`src/shared/ftc_pkg.sv`:
```
`default_nettype none
package ftc_pkg;

  // ---------------------------------------------------------------
  // widths
  // ---------------------------------------------------------------
  localparam int NIB_W = 4;
  localparam int SYM_W = 5;
  localparam int LFSR_W = 11;
  localparam logic [2:0] BIT_LAST = 3'h4;
  localparam logic [2:0] BIT_FIRST = 3'h0;
  localparam logic [1:0] RX_NIB_LAST = 2'h3;

  // ---------------------------------------------------------------
  // control code groups
  // ---------------------------------------------------------------
  localparam logic [4:0] SYM_IDLE = 5'h1f;
  localparam logic [4:0] SYM_J = 5'h18;
  localparam logic [4:0] SYM_K = 5'h11;
  localparam logic [4:0] SYM_T = 5'h0d;
  localparam logic [4:0] SYM_R = 5'h07;

  // ---------------------------------------------------------------
  // keystream generator
  // ---------------------------------------------------------------
  localparam int LFSR_TAP_A = 10;
  localparam int LFSR_TAP_B = 8;
  localparam logic [10:0] LFSR_SEED = 11'h7ff;

  // ---------------------------------------------------------------
  // three-level line phases
  // ---------------------------------------------------------------
  localparam logic [1:0] PH_ZERO_A = 2'h0;
  localparam logic [1:0] PH_PLUS = 2'h1;
  localparam logic [1:0] PH_ZERO_B = 2'h2;
  localparam logic [1:0] PH_MINUS = 2'h3;

  typedef enum logic [5:0] {
    FTC_IDLE = 6'h01,
    FTC_J = 6'h02,
    FTC_K = 6'h04,
    FTC_DATA = 6'h08,
    FTC_T = 6'h10,
    FTC_R = 6'h20
  } ftc_state_t;

  // data nibble to code group
  function automatic logic [4:0] ftc_enc(input logic [3:0] nib);
    logic [4:0] s;
    s = SYM_IDLE;
    case (nib)
      4'h0: s = 5'h1e;
      4'h1: s = 5'h09;
      4'h2: s = 5'h14;
      4'h3: s = 5'h15;
      4'h4: s = 5'h0a;
      4'h5: s = 5'h0b;
      4'h6: s = 5'h0e;
      4'h7: s = 5'h0f;
      4'h8: s = 5'h12;
      4'h9: s = 5'h13;
      4'ha: s = 5'h16;
      4'hb: s = 5'h17;
      4'hc: s = 5'h1a;
      4'hd: s = 5'h1b;
      4'he: s = 5'h1c;
      4'hf: s = 5'h1d;
      default: s = SYM_IDLE;
    endcase
    return s;
  endfunction : ftc_enc

endpackage : ftc_pkg
`default_nettype wire
```
`src/hdl/ftc_keystream.sv`:
```
`default_nettype none
module ftc_keystream
  import ftc_pkg::*;
(
  input wire logic ref_clk,
  input wire logic rst,
  input wire logic advance,
  output logic [4:0] key
);

  // ---------------------------------------------------------------
  // five successive lfsr steps, first bit in key[4]
  // ---------------------------------------------------------------
  logic [10:0] lfsr;
  logic [10:0] stage [0:5];

  assign stage[0] = lfsr;

  genvar g;
  generate
    for (g = 0; g < SYM_W; g++) begin : g_step
      wire fb;
      assign fb = stage[g][LFSR_TAP_A] ^ stage[g][LFSR_TAP_B]; // RULE_14
      assign key[SYM_W-1-g] = fb;
      assign stage[g+1] = {stage[g][LFSR_W-2:0], fb}; // RULE_14
    end
  endgenerate

  always_ff @(posedge ref_clk) begin
    if (rst) begin
      lfsr <= LFSR_SEED;
    end else if (advance) begin
      lfsr <= stage[SYM_W]; // RULE_14
    end
  end

endmodule : ftc_keystream
`default_nettype wire

```
`src/hdl/ftc_line_coder.sv`:
```
// Function
// RULE_01: nibbles become code groups by table
// RULE_02: first two preamble nibbles become J, K
// RULE_03: later preamble and data nibbles are encoded
// RULE_04: enable drop appends T then R
// RULE_05: idle groups until next frame
// RULE_06: mac holds enable through the frame
// RULE_07: bypass passes supplied code groups unchanged
// RULE_08: keystream xor on every group, idle included; the reset idle group in shift goes out unscrambled
// RULE_09: scrambled group shifted out serially
// RULE_10: serial stream converted to nrzi
// RULE_11: two binary streams, alternating one events
// RULE_12: receive serial stream packed into nibbles
// RULE_13: three-level receive decoded back to nrzi
// RULE_14: keystream from x^11+x^9+1 lfsr
// RULE_15: nrzi toggles on one, holds on zero
// RULE_16: levels cycle zero, plus, zero, minus
`default_nettype none
module ftc_line_coder
  import ftc_pkg::*;
(
  input wire logic ref_clk,
  input wire logic rst,
  input wire logic tx_en,
  input wire logic [3:0] tx_nibble,
  input wire logic bypass,
  input wire logic [4:0] tx_code,
  output logic tx_take,
  output logic tx_serial,
  output logic tx_nrzi,
  output logic mlt_pos,
  output logic mlt_neg,
  input wire logic rx_pos,
  input wire logic rx_neg,
  output logic rx_nrzi,
  output logic [3:0] rx_nibble,
  output logic rx_nibble_valid
);

  // ---------------------------------------------------------------
  // group timing
  // ---------------------------------------------------------------
  logic [2:0] bit_cnt;
  wire load;
  wire [2:0] next_bit_cnt;

  assign load = (bit_cnt == BIT_LAST);
  assign next_bit_cnt = load ? BIT_FIRST : bit_cnt + 3'h1;
  // nibble is consumed in the cycle a group is chosen
  assign tx_take = load;

  always_ff @(posedge ref_clk) begin
    if (rst) begin
      bit_cnt <= BIT_FIRST;
    end else begin
      bit_cnt <= next_bit_cnt;
    end
  end

  // ---------------------------------------------------------------
  // encoder framing
  // ---------------------------------------------------------------
  ftc_state_t state;
  ftc_state_t next_state;

  always_comb begin
    next_state = state;
    case (state)
      FTC_IDLE: begin
        if (tx_en) begin
          next_state = FTC_J; // RULE_02
        end
      end
      FTC_J: begin
        next_state = FTC_K; // RULE_02
      end
      FTC_K, FTC_DATA: begin
        // enable is trusted to stay high for the whole frame
        if (tx_en) begin // RULE_06
          next_state = FTC_DATA; // RULE_03
        end else begin
          next_state = FTC_T; // RULE_04
        end
      end
      FTC_T: begin
        next_state = FTC_R; // RULE_04
      end
      FTC_R: begin
        next_state = FTC_IDLE; // RULE_05
      end
      default: begin
        next_state = FTC_IDLE;
      end
    endcase
  end

  always_ff @(posedge ref_clk) begin
    if (rst) begin
      state <= FTC_IDLE;
    end else if (load) begin
      state <= next_state;
    end
  end

  // ---------------------------------------------------------------
  // code group selection
  // ---------------------------------------------------------------
  wire [4:0] enc_code;
  logic [4:0] frame_code;
  wire [4:0] next_code;

  assign enc_code = ftc_enc(tx_nibble); // RULE_01

  always_comb begin
    case (next_state)
      FTC_IDLE: frame_code = SYM_IDLE; // RULE_05
      FTC_J: frame_code = SYM_J; // RULE_02
      FTC_K: frame_code = SYM_K; // RULE_02
      FTC_DATA: frame_code = enc_code; // RULE_03
      FTC_T: frame_code = SYM_T; // RULE_04
      FTC_R: frame_code = SYM_R; // RULE_04
      default: frame_code = SYM_IDLE;
    endcase
  end

  // repeater mode takes the supplied group as is
  assign next_code = bypass ? tx_code : frame_code; // RULE_07

  // ---------------------------------------------------------------
  // scrambler and serializer
  // ---------------------------------------------------------------
  wire [4:0] key;
  wire [4:0] scr_code;
  logic [4:0] shift;

  ftc_keystream u_key (
    .ref_clk(ref_clk),
    .rst(rst),
    .advance(load),
    .key(key)
  );

  assign scr_code = next_code ^ key; // RULE_08

  always_ff @(posedge ref_clk) begin
    if (rst) begin
      shift <= SYM_IDLE;
    end else if (load) begin
      shift <= scr_code; // RULE_09
    end else begin
      shift <= {shift[SYM_W-2:0], 1'b0}; // RULE_09
    end
  end

  // ---------------------------------------------------------------
  // nrzi and three-level drive
  // ---------------------------------------------------------------
  wire ser_bit;
  logic [1:0] phase;
  wire [1:0] next_phase;

  assign ser_bit = shift[SYM_W-1];
  assign next_phase = ser_bit ? phase + 2'h1 : phase; // RULE_16

  always_ff @(posedge ref_clk) begin
    if (rst) begin
      tx_serial <= 1'b0;
      tx_nrzi <= 1'b0;
      phase <= PH_ZERO_A;
      mlt_pos <= 1'b0;
      mlt_neg <= 1'b0;
    end else begin
      tx_serial <= ser_bit; // RULE_09
      tx_nrzi <= tx_nrzi ^ ser_bit; // RULE_10 RULE_15
      phase <= next_phase; // RULE_16
      mlt_pos <= (next_phase == PH_PLUS); // RULE_11
      mlt_neg <= (next_phase == PH_MINUS); // RULE_11
    end
  end

  // ---------------------------------------------------------------
  // receive: three-level to nrzi
  // ---------------------------------------------------------------
  logic rx_pos_q;
  logic rx_neg_q;
  wire rx_change;

  assign rx_change = (rx_pos != rx_pos_q) | (rx_neg != rx_neg_q);

  always_ff @(posedge ref_clk) begin
    if (rst) begin
      rx_pos_q <= 1'b0;
      rx_neg_q <= 1'b0;
      rx_nrzi <= 1'b0;
    end else begin
      rx_pos_q <= rx_pos;
      rx_neg_q <= rx_neg;
      rx_nrzi <= rx_nrzi ^ rx_change; // RULE_13 RULE_15
    end
  end

  // ---------------------------------------------------------------
  // receive: nrzi to nrz and serial to nibble
  // ---------------------------------------------------------------
  logic rx_nrzi_q;
  logic [1:0] rx_cnt;
  logic [2:0] rx_sh;
  wire rx_bit;
  wire rx_full;

  assign rx_bit = rx_nrzi ^ rx_nrzi_q; // RULE_15
  assign rx_full = (rx_cnt == RX_NIB_LAST);

  always_ff @(posedge ref_clk) begin
    if (rst) begin
      rx_nrzi_q <= 1'b0;
      rx_cnt <= 2'h0;
      rx_sh <= 3'h0;
      rx_nibble <= 4'h0;
      rx_nibble_valid <= 1'b0;
    end else begin
      rx_nrzi_q <= rx_nrzi;
      rx_cnt <= rx_cnt + 2'h1; // RULE_12
      rx_sh <= {rx_sh[1:0], rx_bit};
      rx_nibble_valid <= rx_full; // RULE_12
      if (rx_full) begin
        rx_nibble <= {rx_sh, rx_bit}; // RULE_12
      end
    end
  end

endmodule : ftc_line_coder
`default_nettype wire

```
`config.mk`:
```
export PLATFORM = sky130hd
export DESIGN_NAME = ftc_line_coder
export DESIGN_NICKNAME = d
export VERILOG_FILES = /design/src/shared/ftc_pkg.sv /design/src/hdl/ftc_keystream.sv /design/src/hdl/ftc_line_coder.sv
export SDC_FILE = /design/constraint.sdc
export NUM_CORES = 1
export LEC_CHECK = 0
export BUFFER_PORTS_ARGS = -buffer_cell sky130_fd_sc_hd__buf_2
export CORE_MARGIN = 4
export CORE_UTILIZATION = 55
export CTS_CLUSTER_DIAMETER = 30
export DETAILED_ROUTE_END_ITERATION = 16
export PLACE_DENSITY = 0.76
export SKIP_LAST_GASP = 1
export SYNTH_ARGS = -nofsm -noshare
export SYNTH_HDL_FRONTEND = slang
export SYNTH_SLANG_ARGS = --single-unit
```
`constraint.sdc`:
```
create_clock -name ref_clk -period 5.8 [get_ports ref_clk]
set_clock_uncertainty 0.15 [all_clocks]
set_input_delay 0.87 -clock ref_clk [delete_from_list [all_inputs] [get_ports ref_clk]]
set_output_delay 0.87 -clock ref_clk [all_outputs]
set_load 0.02 [all_outputs]
```
* Word-level counts from Yosys, hierarchy flattened
Memories as Yosys holds them, arrays and structs flattened.
Index checks and enable logic that the tools add are counted.
** Word-level totals
- Bits of input ports :: 15
- RAM bits :: 0
- Bits in read-only memories :: 80
- Word-level logic and storage cells :: 56
- Memories :: 1
- Register bits :: 45
- Bits in latches :: 0
** Memory list
- (name not given) :: words 16, bits a word 5, read ports 1, clocked after memory_dff 0, write ports 0, RTL line ftc_pkg.sv:51 : case (nib)
** Cells by class
- Equal/unequal tests :: 16
- Order comparisons :: 0
- Shift-type cells :: 0
- Divide/modulo/power cells :: 0
- Multipliers :: 0
- Bitwise logic cells :: 10
- $add $sub $neg :: 3
- Reduce and logical (&&, ||, !) cells :: 2
- Multiplexer cells :: 7
** Operators with widths (count)
- 5-bit one-hot mux with 5 select lines :: 1
- 6-bit one-hot mux with 4 select lines :: 1
- 5-bit 2-to-1 mux :: 3
- 6-bit by 2-bit == test with 1-bit output (second input constant) :: 2
- 6-bit by 3-bit == test with 1-bit output (second input constant) :: 2
- 6-bit by 4-bit == test with 1-bit output (second input constant) :: 2
- 6-bit by 5-bit == test with 1-bit output (second input constant) :: 2
- 1-bit XOR :: 8
- 6-bit by 1-bit == test with 1-bit output (second input constant) :: 1
- 6-bit == test (second input constant) :: 1
- 6-bit 2-to-1 mux :: 1
- 5-bit XOR :: 1
- 2-bit by 1-bit adder with 2-bit output (second input constant) :: 2
- 2-bit == test (second input constant) :: 2
- 2-bit OR reduction :: 2
- 3-bit by 1-bit adder with 3-bit output (second input constant) :: 1
- 3-bit == test (second input constant) :: 1
- 2-bit by 1-bit == test with 1-bit output (second input constant) :: 1
- 2-bit 2-to-1 mux :: 1
- 1-bit inequality test :: 2
- 1-bit bitwise OR :: 1

* Longest topological paths before layout
Gate-level depths: netlist (run 1).
- Depth in word-level cells :: 8
- Gate-level depth with buffers :: 9

* Cells and area by module
A second synthesis (run 1) with hierarchy kept.
** Unflattened totals
- Cell total of the unflattened synthesis :: 224
- Area, all modules :: 2097.0 um^2
** By module, submodules not included
- ftc_line_coder :: cells an instance 173, times used 1, area each 1601.5 um^2
- ftc_keystream :: cells an instance 51, times used 1, area each 495.5 um^2

* Worst setup path before layout (run 1)
Ideal clock, no wire load.
- Path kind :: reg2out
- From :: register bit_cnt[0]
- To :: output port tx_take
- Required time :: 4.780 ns
- Cell stages (with the launch flop) :: 7
- Data arrival time :: 1.388 ns
- Path buffers :: 2
- Slack :: 3.392 ns
- Path through :: dfxtp_1 -> inv_1 -> ha_1 -> nand2_1 -> inv_1 -> clkbuf_1 -> buf_1
** On the way
- Cells in the longest elaborated chain, start to end :: 1
** RTL lines
- from (decl) :: RTL line ftc_line_coder.sv:43 : logic [2:0] bit_cnt;
- from (signal assigned) :: RTL line ftc_line_coder.sv:56 : bit_cnt <= next_bit_cnt;
- 3-bit == test :: RTL line ftc_line_coder.sv:47 : assign load = (bit_cnt == BIT_LAST);
- to (decl) :: RTL line ftc_line_coder.sv:28 : output logic tx_take,
Every way passes these cells.

* Final worst setup path (run 1)
Ends and elaborated chain as after synthesis.

==> results.yml, run 1 <==
grt:
  grt_pass1_wl_mm: 5.64
  grt_use_total: 0.161
  antenna_found_initial: 0
  grt_overflow: 0
  pin_count_of_the_biggest_net_entering_global_routing: 31
  grt_pass1_vias: 1288
floorplan:
  design.die.area_sq_um: 4650
  chipWidth_microns: 68.2
  floorplan.die.height_microns: 68.2
  ios: 26
  floorplan.initialDensity: 0.583
  floorplan_core_area_sq_um: 3420
  core.rowCount: 21
synth:
  asyncSetResetFlopFracSynth: 0
  synth_fp_nets: 242
  yosysMostFrequentCell: "dfxtp_1"
  seq_area_frac_synth: 0.453
  synth.cell_area_sq_um: 1990
  synth-seq-cells: 45
  synth_cell_type_count: 38
  synth_enable_flop_cells: 0
  fraction_of_post_synthesis_cell_area_in_the_top_cell_type_by_area: 0.453
  yosys-top-cells-area: "dfxtp_1 (45%), xnor2_1 (6.6%), nand2_1 (6.2%)"
  syn_avg_cell_area_sq_um: 8.89
  postSynthCellCount: 224
  biggest_area_consumer_among_synthesized_cells: "dfxtp_1"
  synth_common_cells: "dfxtp_1 (45), nand2_1 (33), nor2_1 (22), xnor2_1 (15), nand3_1 (12)"
  synthFlopType: "dfxtp_1"
  yosys_warnings: 0
sta:
  setup_repair_after_global_routing_missed_its_margin: "false"
  final-hold-violation-count: 0
  layout_worst_path_cycle_share: 0.581
  setup_viol: 0
  tightestPinTransition_ns: 0.793
  fin_setup_tns_ns: 0
  final_max_slew_viol_count: 0
  maxClockFrequency_mhz: 297
  max_slew_margin: 0.470
  hold_slack_final_ns: 0.278
  clock_period_minus_worst_slack_ns: 3.37
finish:
  nNetsFinal: 262
  layout-drive-gt1-share: 0.155
  num-fill-cells: 320
  areaGrowthSynthToFinish_pct: 6.98
  diodes: 0
  final_non_filler_cells: 291
cts:
  tritoncts_clock_tree: "built"
  worstSkewPairLatency_ns: 0.35
  h-tree-depth: 2
  tritoncts.num_buffers: 5
  clk_pin_slew_ns: 0.13
  post-cts-setup-buffers: 0
  post_cts.resized_instances: 0
  clockRootBuffer: "clkbuf_4"
  cts.path.max_buffers: 2
  cts.sink_count: 45
  post_cts_hold_buffer_count: 0
placement:
  gpl.final_weighted_congestion: 0.797
  number_of_port_buffers: 25
  dp_hpwl_mm: 2.42
  placed_cells: 283
setup_path:
  largest_fanout_of_any_net_on_the_critical_path: 27
  r2r_slack_ns: 3.13
  crit_path_end_kind: "output pin"
  crit_arrival_ns: 2.35
  critical-path-max-stage-delay_ns: 0.59
  slowest_stage: "nand2_1"
  worst-setup-path-type: "flop to output pin"
  timing.critical_path.mode_cell: "inv_1"
  timing.rr.end: "shift[4]"
  critical_path.reg2reg.startpoint: "bit_cnt[0]"
  worstPathCellList: "inv_1 > ha_1 > nand2_1 > inv_1 > buf_2"
  ff2ff_path_depth: 9
  cp.required_ns: 4.78
  critPathLaunchType: "flop"
route:
  wl_per_cell_microns: 11.7
  postRouteWirelength_mm: 3.40
  firstDrtPassIters: 5
  detail_route.iter0.violations: 79
  detailroute.via_count: 1510
  final_antenna_violating_net_count: 0
  via_per_inst: 5.19
  drt_drc_violations_left: 0
hold_path:
  hold_path.startpoint: "rx_cnt[0]"
  hold_path.class: "flop to flop"
  min_to: "rx_cnt[0]"
  worstHoldPathCells: 1
power:
  power.static_leakage_nw: 0.928
  p_total_mw: 0.563
  p_per_area_nw_per_um2: 264
  power.ir.vdd_worst_mv: 0.183
run_status:
  run_status: "completed"
job:
  cap_violations: 0
worst max path at each step:
stage / cells past startpoint / start / endpoint / slack, ns
after CTS: 5 / bit_cnt[0] / tx_take / 2.39
after floorplan: 6 / bit_cnt[0] / tx_take / 3.39
after detailed placement: 5 / bit_cnt[0] / tx_take / 2.80
after global placement: 5 / bit_cnt[0] / tx_take / 2.86
final: 5 / bit_cnt[0] / tx_take / 2.43
after global routing: 5 / bit_cnt[0] / tx_take / 2.18
through the flow:
| step | instance area (sq um) | util | setup slack, ns |
|---|---|---|---|
| floorplan | 1990 | - | 3.39 |
| global placement | 2070 | 0.606 | 2.86 |
| detailed placement | 2070 | 0.606 | 2.80 |
| CTS | 2130 | 0.623 | 2.39 |
| global route | 2130 | 0.623 | 2.18 |
| finish | 2130 | 0.623 | 2.43 |
cell families (layout without fill, tap and decap cells):
logic type / after synthesis / in the layout / share of synthesized area
adders and majority gates: 3 / 3 / 0.0189
AOI/OAI and AO/OA: 34 / 34 / 0.114
DFF: 45 / 45 / 0.453
and+or+nand+nor: 100 / 100 / 0.246
xor gates and xnor gates: 18 / 18 / 0.0792
buffers and inverters: 19 / 40 / 0.0647
muxes: 5 / 5 / 0.0251
layer usage:
layer	track usage	wire, microns	share of wire
met4	0.0620	54	0.016
met2	0.239	1530	0.45
met3	0.0558	167	0.049
met1	0.213	1640	0.48
met5	0	0	0
critical path: cells and delay by family (launching register included):
family | cells | cell delay [ns]
AND/OR/NAND/NOR | 1 | 0.59
flip-flops | 1 | 0.38
buffers and inverters | 3 | 0.82
adder cells (fa/ha/maj) | 1 | 0.20
registers in the layout, indices dropped and copies added (netlist names):
name             count
rx_nrzi_q            1
rx_nibble            4
rx_neg_q             1
rx_nrzi              1
mlt_neg              1
mlt_pos              1
shift                5
phase                2
tx_serial            1
rx_nibble_valid      1
rx_pos_q             1
state                6
bit_cnt              3
u_key.lfsr          11
rx_sh                3
rx_cnt               2
tx_nrzi              1
area by class of cell:
class,count,area (sq um),share of cell area
clock inverters,3,21.3,0.00999
flip-flops and latches,45,901,0.423
clock buffers,5,37.5,0.0176
well taps,46,57.6,0.0270
multi-input cells,160,961,0.451
inverters,7,26.3,0.0123
repair buffers,25,125,0.0588
report_power, final:
group / switching, mW / leakage (nW) / internal, mW / total (mW)
registers: 0.0105 / 0.369 / 0.328 / 0.338
logic: 0.0415 / 0.528 / 0.0341 / 0.0755
clock network: 0.101 / 0.0316 / 0.0481 / 0.149
cell usage in the layout (no fill, tap or decap), types with 2 or more instances in the layout:
master	n
a21oi_1	11
and2_1	2
and3_1	2
buf_2	25
clkbuf_4	5
dfxtp_1	45
ha_1	3
inv_1	7
mux2i_1	5
nand2_1	33
nand2b_1	3
nand3_1	12
nor2_1	22
nor2b_1	8
nor3_1	5
nor3b_1	3
nor4_1	2
o211ai_1	6
o21ai_0	6
o22ai_1	3
o41ai_2	2
xnor2_1	15
xor2_1	3
Note: power is estimated with default switching activity, not from simulation.
==> run 2: changes to the inputs <==
- clock period: 5.8 -> 3.2 ns (I/O delays scaled with it)
==> run 2 against run 1 <==
- total power is 82% higher
- utilization is 0.44 points higher
- global-route usage is 1.6 points higher
- highest routed layer unchanged
- routed wire length is 6.2% higher
==> results.yml, run 2 (synthesis results as in run 1) <==
grt:
  grt_pass1_wl_mm: 6.08
  grt_pass1_vias: 1345
  antenna_found_initial: 0
  grt_overflow: 0
  grt_use_total: 0.177
  pin_count_of_the_biggest_net_entering_global_routing: 31
sta:
  maxClockFrequency_mhz: 421
  layout_worst_path_cycle_share: 0.742
  final_max_slew_viol_count: 0
  fin_setup_tns_ns: 0
  setup_repair_after_global_routing_missed_its_margin: "false"
  final-hold-violation-count: 0
  clock_period_minus_worst_slack_ns: 2.37
  max_slew_margin: 0.592
  setup_viol: 0
  tightestPinTransition_ns: 0.611
finish:
  layout-drive-gt1-share: 0.162
  areaGrowthSynthToFinish_pct: 7.73
  largest_register_ffs: 11
  layout.cells.most_common_list: "dfxtp_1 (45), nand2_1 (33), buf_2 (25)"
  registers.top_by_ff_count: "u_key.lfsr"
  final_util: 0.628
  diodes: 0
  most_common_library_cell_in_the_layout_ignoring_fill_and_taps: "dfxtp_1"
  largest_registers: "u_key.lfsr x11, state x6, shift x5"
  nNetsFinal: 264
floorplan:
  floorplan.die.height_microns: 68.2
  ios: 26
  floorplan.initialDensity: 0.583
  floorplan_core_area_sq_um: 3420
  design.die.area_sq_um: 4650
  chipWidth_microns: 68.2
  core.rowCount: 21
setup_path:
  crit_path_end_kind: "flop"
  cp.required_ns: 3.31
  crit_arrival_ns: 2.49
  largest_fanout_of_any_net_on_the_critical_path: 7
  timing.rr.end: "shift[1]"
  ff2ff_path_depth: 6
  critical_path.reg2reg.startpoint: "state[2]"
  critPathLaunchType: "flop"
  r2r_slack_ns: 0.83
  worst-setup-path-type: "flop to flop"
cts:
  clk_pin_slew_ns: 0.14
  tritoncts.num_buffers: 5
  clockRootBuffer: "clkbuf_4"
  cts.path.max_buffers: 2
  post_cts_hold_buffer_count: 0
  post_cts.resized_instances: 0
  h-tree-depth: 2
  cts.sink_count: 45
  post-cts-setup-buffers: 0
  tritoncts_clock_tree: "built"
  worstSkewPairLatency_ns: 0.36
route:
  firstDrtPassIters: 4
  detail_route.iter0.violations: 77
  final_antenna_violating_net_count: 0
  drt_drc_violations_left: 0
  detailroute.via_count: 1548
  wl_per_cell_microns: 12.3
  via_per_inst: 5.28
  postRouteWirelength_mm: 3.61
power:
  p_total_mw: 1.03
  power_frac_seq: 0.598
  power.share.combinational: 0.136
  power.ir.vdd_worst_mv: 0.385
  power_switching_share: 0.275
  p_per_area_nw_per_um2: 479
  share_clk_of_total_power: 0.267
  netSwitchingPower_mw: 0.282
  p_int_mw: 0.744
  power.static_leakage_nw: 0.937
placement:
  dp_hpwl_mm: 2.45
  gpl.final_weighted_congestion: 0.906
  number_of_port_buffers: 25
hold_path:
  worstHoldPathCells: 2
  hold_path.startpoint: "rx_neg"
  hold_path.class: "input pin to flop"
  min_to: "rx_neg_q"
job:
  cap_violations: 0
run_status:
  run_status: "completed"
==> run 2: layout make-up <==
class / count / area, sq um
Fill cell: 303 / 1270
Clock buffer: 5 / 37.5
Tap cell: 46 / 57.6
Sequential cell: 45 / 901
Inverter: 7 / 26.3
Clock inverter: 3 / 21.3
Multi-Input combinational cell: 160 / 961
Timing Repair Buffer: 27 / 140
==> run 2: stage by stage <==
step	hold slack (ns)	cells	worst slack [ns]	cell area, sq um
2_1_floorplan	0.249	224	0.935	1990
3_3_place_gp	0.264	285	0.888	2090
3_5_place_dp	0.267	285	0.833	2090
4_1_cts	0.197	293	0.826	2140
5_1_grt	0.175	293	0.684	2140
6_report	0.205	293	0.826	2140
==> run 2: routing by layer <==
layer  up-vias  part of all wire  wire length (microns)  GRT usage
met1       711              0.48                   1730      0.237
met5         -                 0                      0          0
met2        31              0.45                   1640      0.266
met4         0             0.021                     74     0.0695
li1        799                 -                      -          -
met3         7             0.047                    168     0.0558
==> run 2: power groups by stage <==
stage | combinational, mW | sequential, mW | clock [mW]
after floorplan | 0.0936 | 0.634 | 0
after global placement | 0.137 | 0.626 | 0
after detailed placement | 0.139 | 0.626 | 0
after CTS | 0.141 | 0.614 | 0.281
after global routing | 0.160 | 0.618 | 0.308
final | 0.139 | 0.613 | 0.274
==> run 2: how the worst max path moves through the flow <==
stage                     slack [ns]        to  depth (start not counted)     start
final                           0.83  shift[1]                          6  state[2]
after global routing            0.68  shift[1]                          6  state[2]
after CTS                       0.83  shift[2]                          6  state[2]
after detailed placement        0.83  shift[1]                          6  state[2]
after global placement          0.89  shift[0]                          6  state[2]
after floorplan                 0.93  shift[2]                          6  state[2]
==> run 2: worst max-delay path, stage by stage, from the launching register on <==
cell and delay [ns]:
dfxtp_1 0.39, or4_4 0.56, or3b_1 0.39, and3_4 0.19, o32ai_1 0.33, xnor2_1 0.17
a21oi_1 0.09
==> run 3: changes to the inputs <==
- clock period: 3.2 -> 2.27 ns (I/O delays scaled with it)
==> run 3 against run 2 <==
- sequential cell count did not move
- setup slack got worse by 0.81 ns
- worst hold slack worse by 0.13 ns
- via count is 0.97% higher
- critical path depth unchanged
- routed wire length increased by 1.8%
- clock-buffer cell count is 1 higher
- sequential share of layout area down 1.2 points
- first-iteration DRC count rose by 2.6%
- total power is 41% higher
- sequential power increased by 41%
- highest routed layer unchanged
==> results.yml, run 3 (synthesis results as in run 1) <==
grt:
  grt_pass1_wl_mm: 6.12
  pin_count_of_the_biggest_net_entering_global_routing: 30
  antenna_found_initial: 0
  grt_overflow: 0
  grt_pass1_vias: 1417
  grt_use_total: 0.177
setup_path:
  critPathTopFamily: "simple AND/OR/NAND/NOR gates"
  slowest_stage: "or4_4"
  worst_setup_ep: "shift[0]"
  timing.rr.end: "shift[0]"
  critical-path-max-stage-delay_ns: 0.54
  ff2ff_path_depth: 6
  worst-setup-path-type: "flop to flop"
  timing.critical_path.buf_inv: 0
  largest_fanout_of_any_net_on_the_critical_path: 5
  worstSetupStartpoint: "state[2]"
  critical_path_depth: 6
  cp.required_ns: 2.37
  crit_path_end_kind: "flop"
  worstPathCellList: "or4_4 > or3b_4 > and3_4 > o41ai_4 > xnor2_1 > o21ai_1"
  crit_arrival_ns: 2.35
  critPathLaunchType: "flop"
  r2r_slack_ns: 0.01
  critical_path.reg2reg.startpoint: "state[2]"
route:
  postRouteWirelength_mm: 3.67
  detail_route.iter0.violations: 79
  drt_drc_violations_left: 0
  via_per_inst: 5.24
  firstDrtPassIters: 4
  final_antenna_violating_net_count: 0
  wl_per_cell_microns: 12.3
  detailroute.via_count: 1563
finish:
  largest_registers: "u_key.lfsr x11, state x6, shift x5"
  registers.top_by_ff_count: "u_key.lfsr"
  areaGrowthSynthToFinish_pct: 11.1
  layout.cells.most_common_list: "dfxtp_1 (44), nand2_1 (33), buf_2 (25)"
  cell_area_after_layout_sq_um: 2210
  diodes: 0
  most_common_library_cell_in_the_layout_ignoring_fill_and_taps: "dfxtp_1"
  nNetsFinal: 270
  layout-drive-gt1-share: 0.190
  largest_register_ffs: 11
power:
  p_per_area_nw_per_um2: 656
  share_clk_of_total_power: 0.265
  power_switching_share: 0.259
  power.share.combinational: 0.139
  p_int_mw: 1.07
  power.ir.vdd_worst_mv: 0.489
  power_frac_seq: 0.596
  netSwitchingPower_mw: 0.376
  power.static_leakage_nw: 0.972
cts:
  clockRootBuffer: "clkbuf_4"
  h-tree-depth: 2
  post_cts_hold_buffer_count: 0
  cts.sink_count: 45
  clk_pin_slew_ns: 0.13
  cts.path.max_buffers: 2
  tritoncts_clock_tree: "built"
  tritoncts.num_buffers: 5
  worstSkewPairLatency_ns: 0.36
sta:
  maxClockFrequency_mhz: 443
  tightestPinTransition_ns: 0.467
  setup_viol: 0
  hold_slack_final_ns: 0.0721
  final_max_slew_viol_count: 0
  layout_worst_path_cycle_share: 0.994
  final-hold-violation-count: 0
  setup_repair_after_global_routing_missed_its_margin: "true"
  clock_period_minus_worst_slack_ns: 2.26
  fin_setup_tns_ns: 0
  max_slew_margin: 0.689
job:
  cap_violations: 0
run_status:
  run_status: "completed"
floorplan:
  chipWidth_microns: 68.2
  design.die.area_sq_um: 4650
  floorplan.die.height_microns: 68.2
  floorplan.initialDensity: 0.583
  core.rowCount: 21
  ios: 26
  floorplan_core_area_sq_um: 3420
placement:
  gpl.final_weighted_congestion: 0.826
  dp_hpwl_mm: 2.61
  placedInstanceArea_sq_um: 2130
  number_of_port_buffers: 25
hold_path:
  worstHoldPathCells: 2
  hold_path.class: "input pin to flop"
-- run 3: layer usage --
metal,GRT usage,share of wire,routed length (microns)
met4,0.0744,0.019,70
met2,0.279,0.47,1720
met5,0,0,0
met1,0.231,0.47,1710
met3,0.0394,0.045,167
-- run 3: cell type report --
class                           count  area, sq um
Fill cell                         297         1200
Multi-Input combinational cell    160          981
Sequential cell                    45          902
Timing Repair Buffer               33          185
Tap cell                           46         57.6
Clock buffer                        6         51.3
Inverter                            7         26.3
Clock inverter                      1         7.51
-- run 3: metrics by stage --
stage	instances	util	setup slack [ns]	power, mW
after detailed placement	291	0.624	-0.0112	1.08
after CTS	298	0.645	-0.00185	1.47
final	298	0.647	0.0136	1.45
after global placement	291	0.624	0.0318	1.08
after floorplan	224	-	0.00453	1.03
after global routing	298	0.647	-0.0980	1.54
-- run 3: worst min path at each step --
stage	start	end	slack [ns]
global placement	rx_cnt[0]	rx_cnt[0]	0.26
global route	rx_neg	rx_neg_q	0.1
CTS	rx_pos	rx_pos_q	0.06
detailed placement	rx_cnt[0]	rx_cnt[0]	0.27
finish	rx_pos	rx_pos_q	0.07
floorplan	rx_cnt[0]	rx_cnt[0]	0.25
-- run 3: power groups by stage --
stage	Sequential, mW	Combinational (mW)	Clock [mW]
final	0.864	0.202	0.385
after global routing	0.870	0.229	0.436
after CTS	0.865	0.204	0.400
after detailed placement	0.882	0.201	0
after global placement	0.881	0.196	0
after floorplan	0.894	0.132	0
-- run 3: what timing repair did --
item                       in CTS  in global routing
pin swaps                       2                  0
setup buffers                   0                  0
setup endpoints to repair       2                  4
resized for setup               2                  2
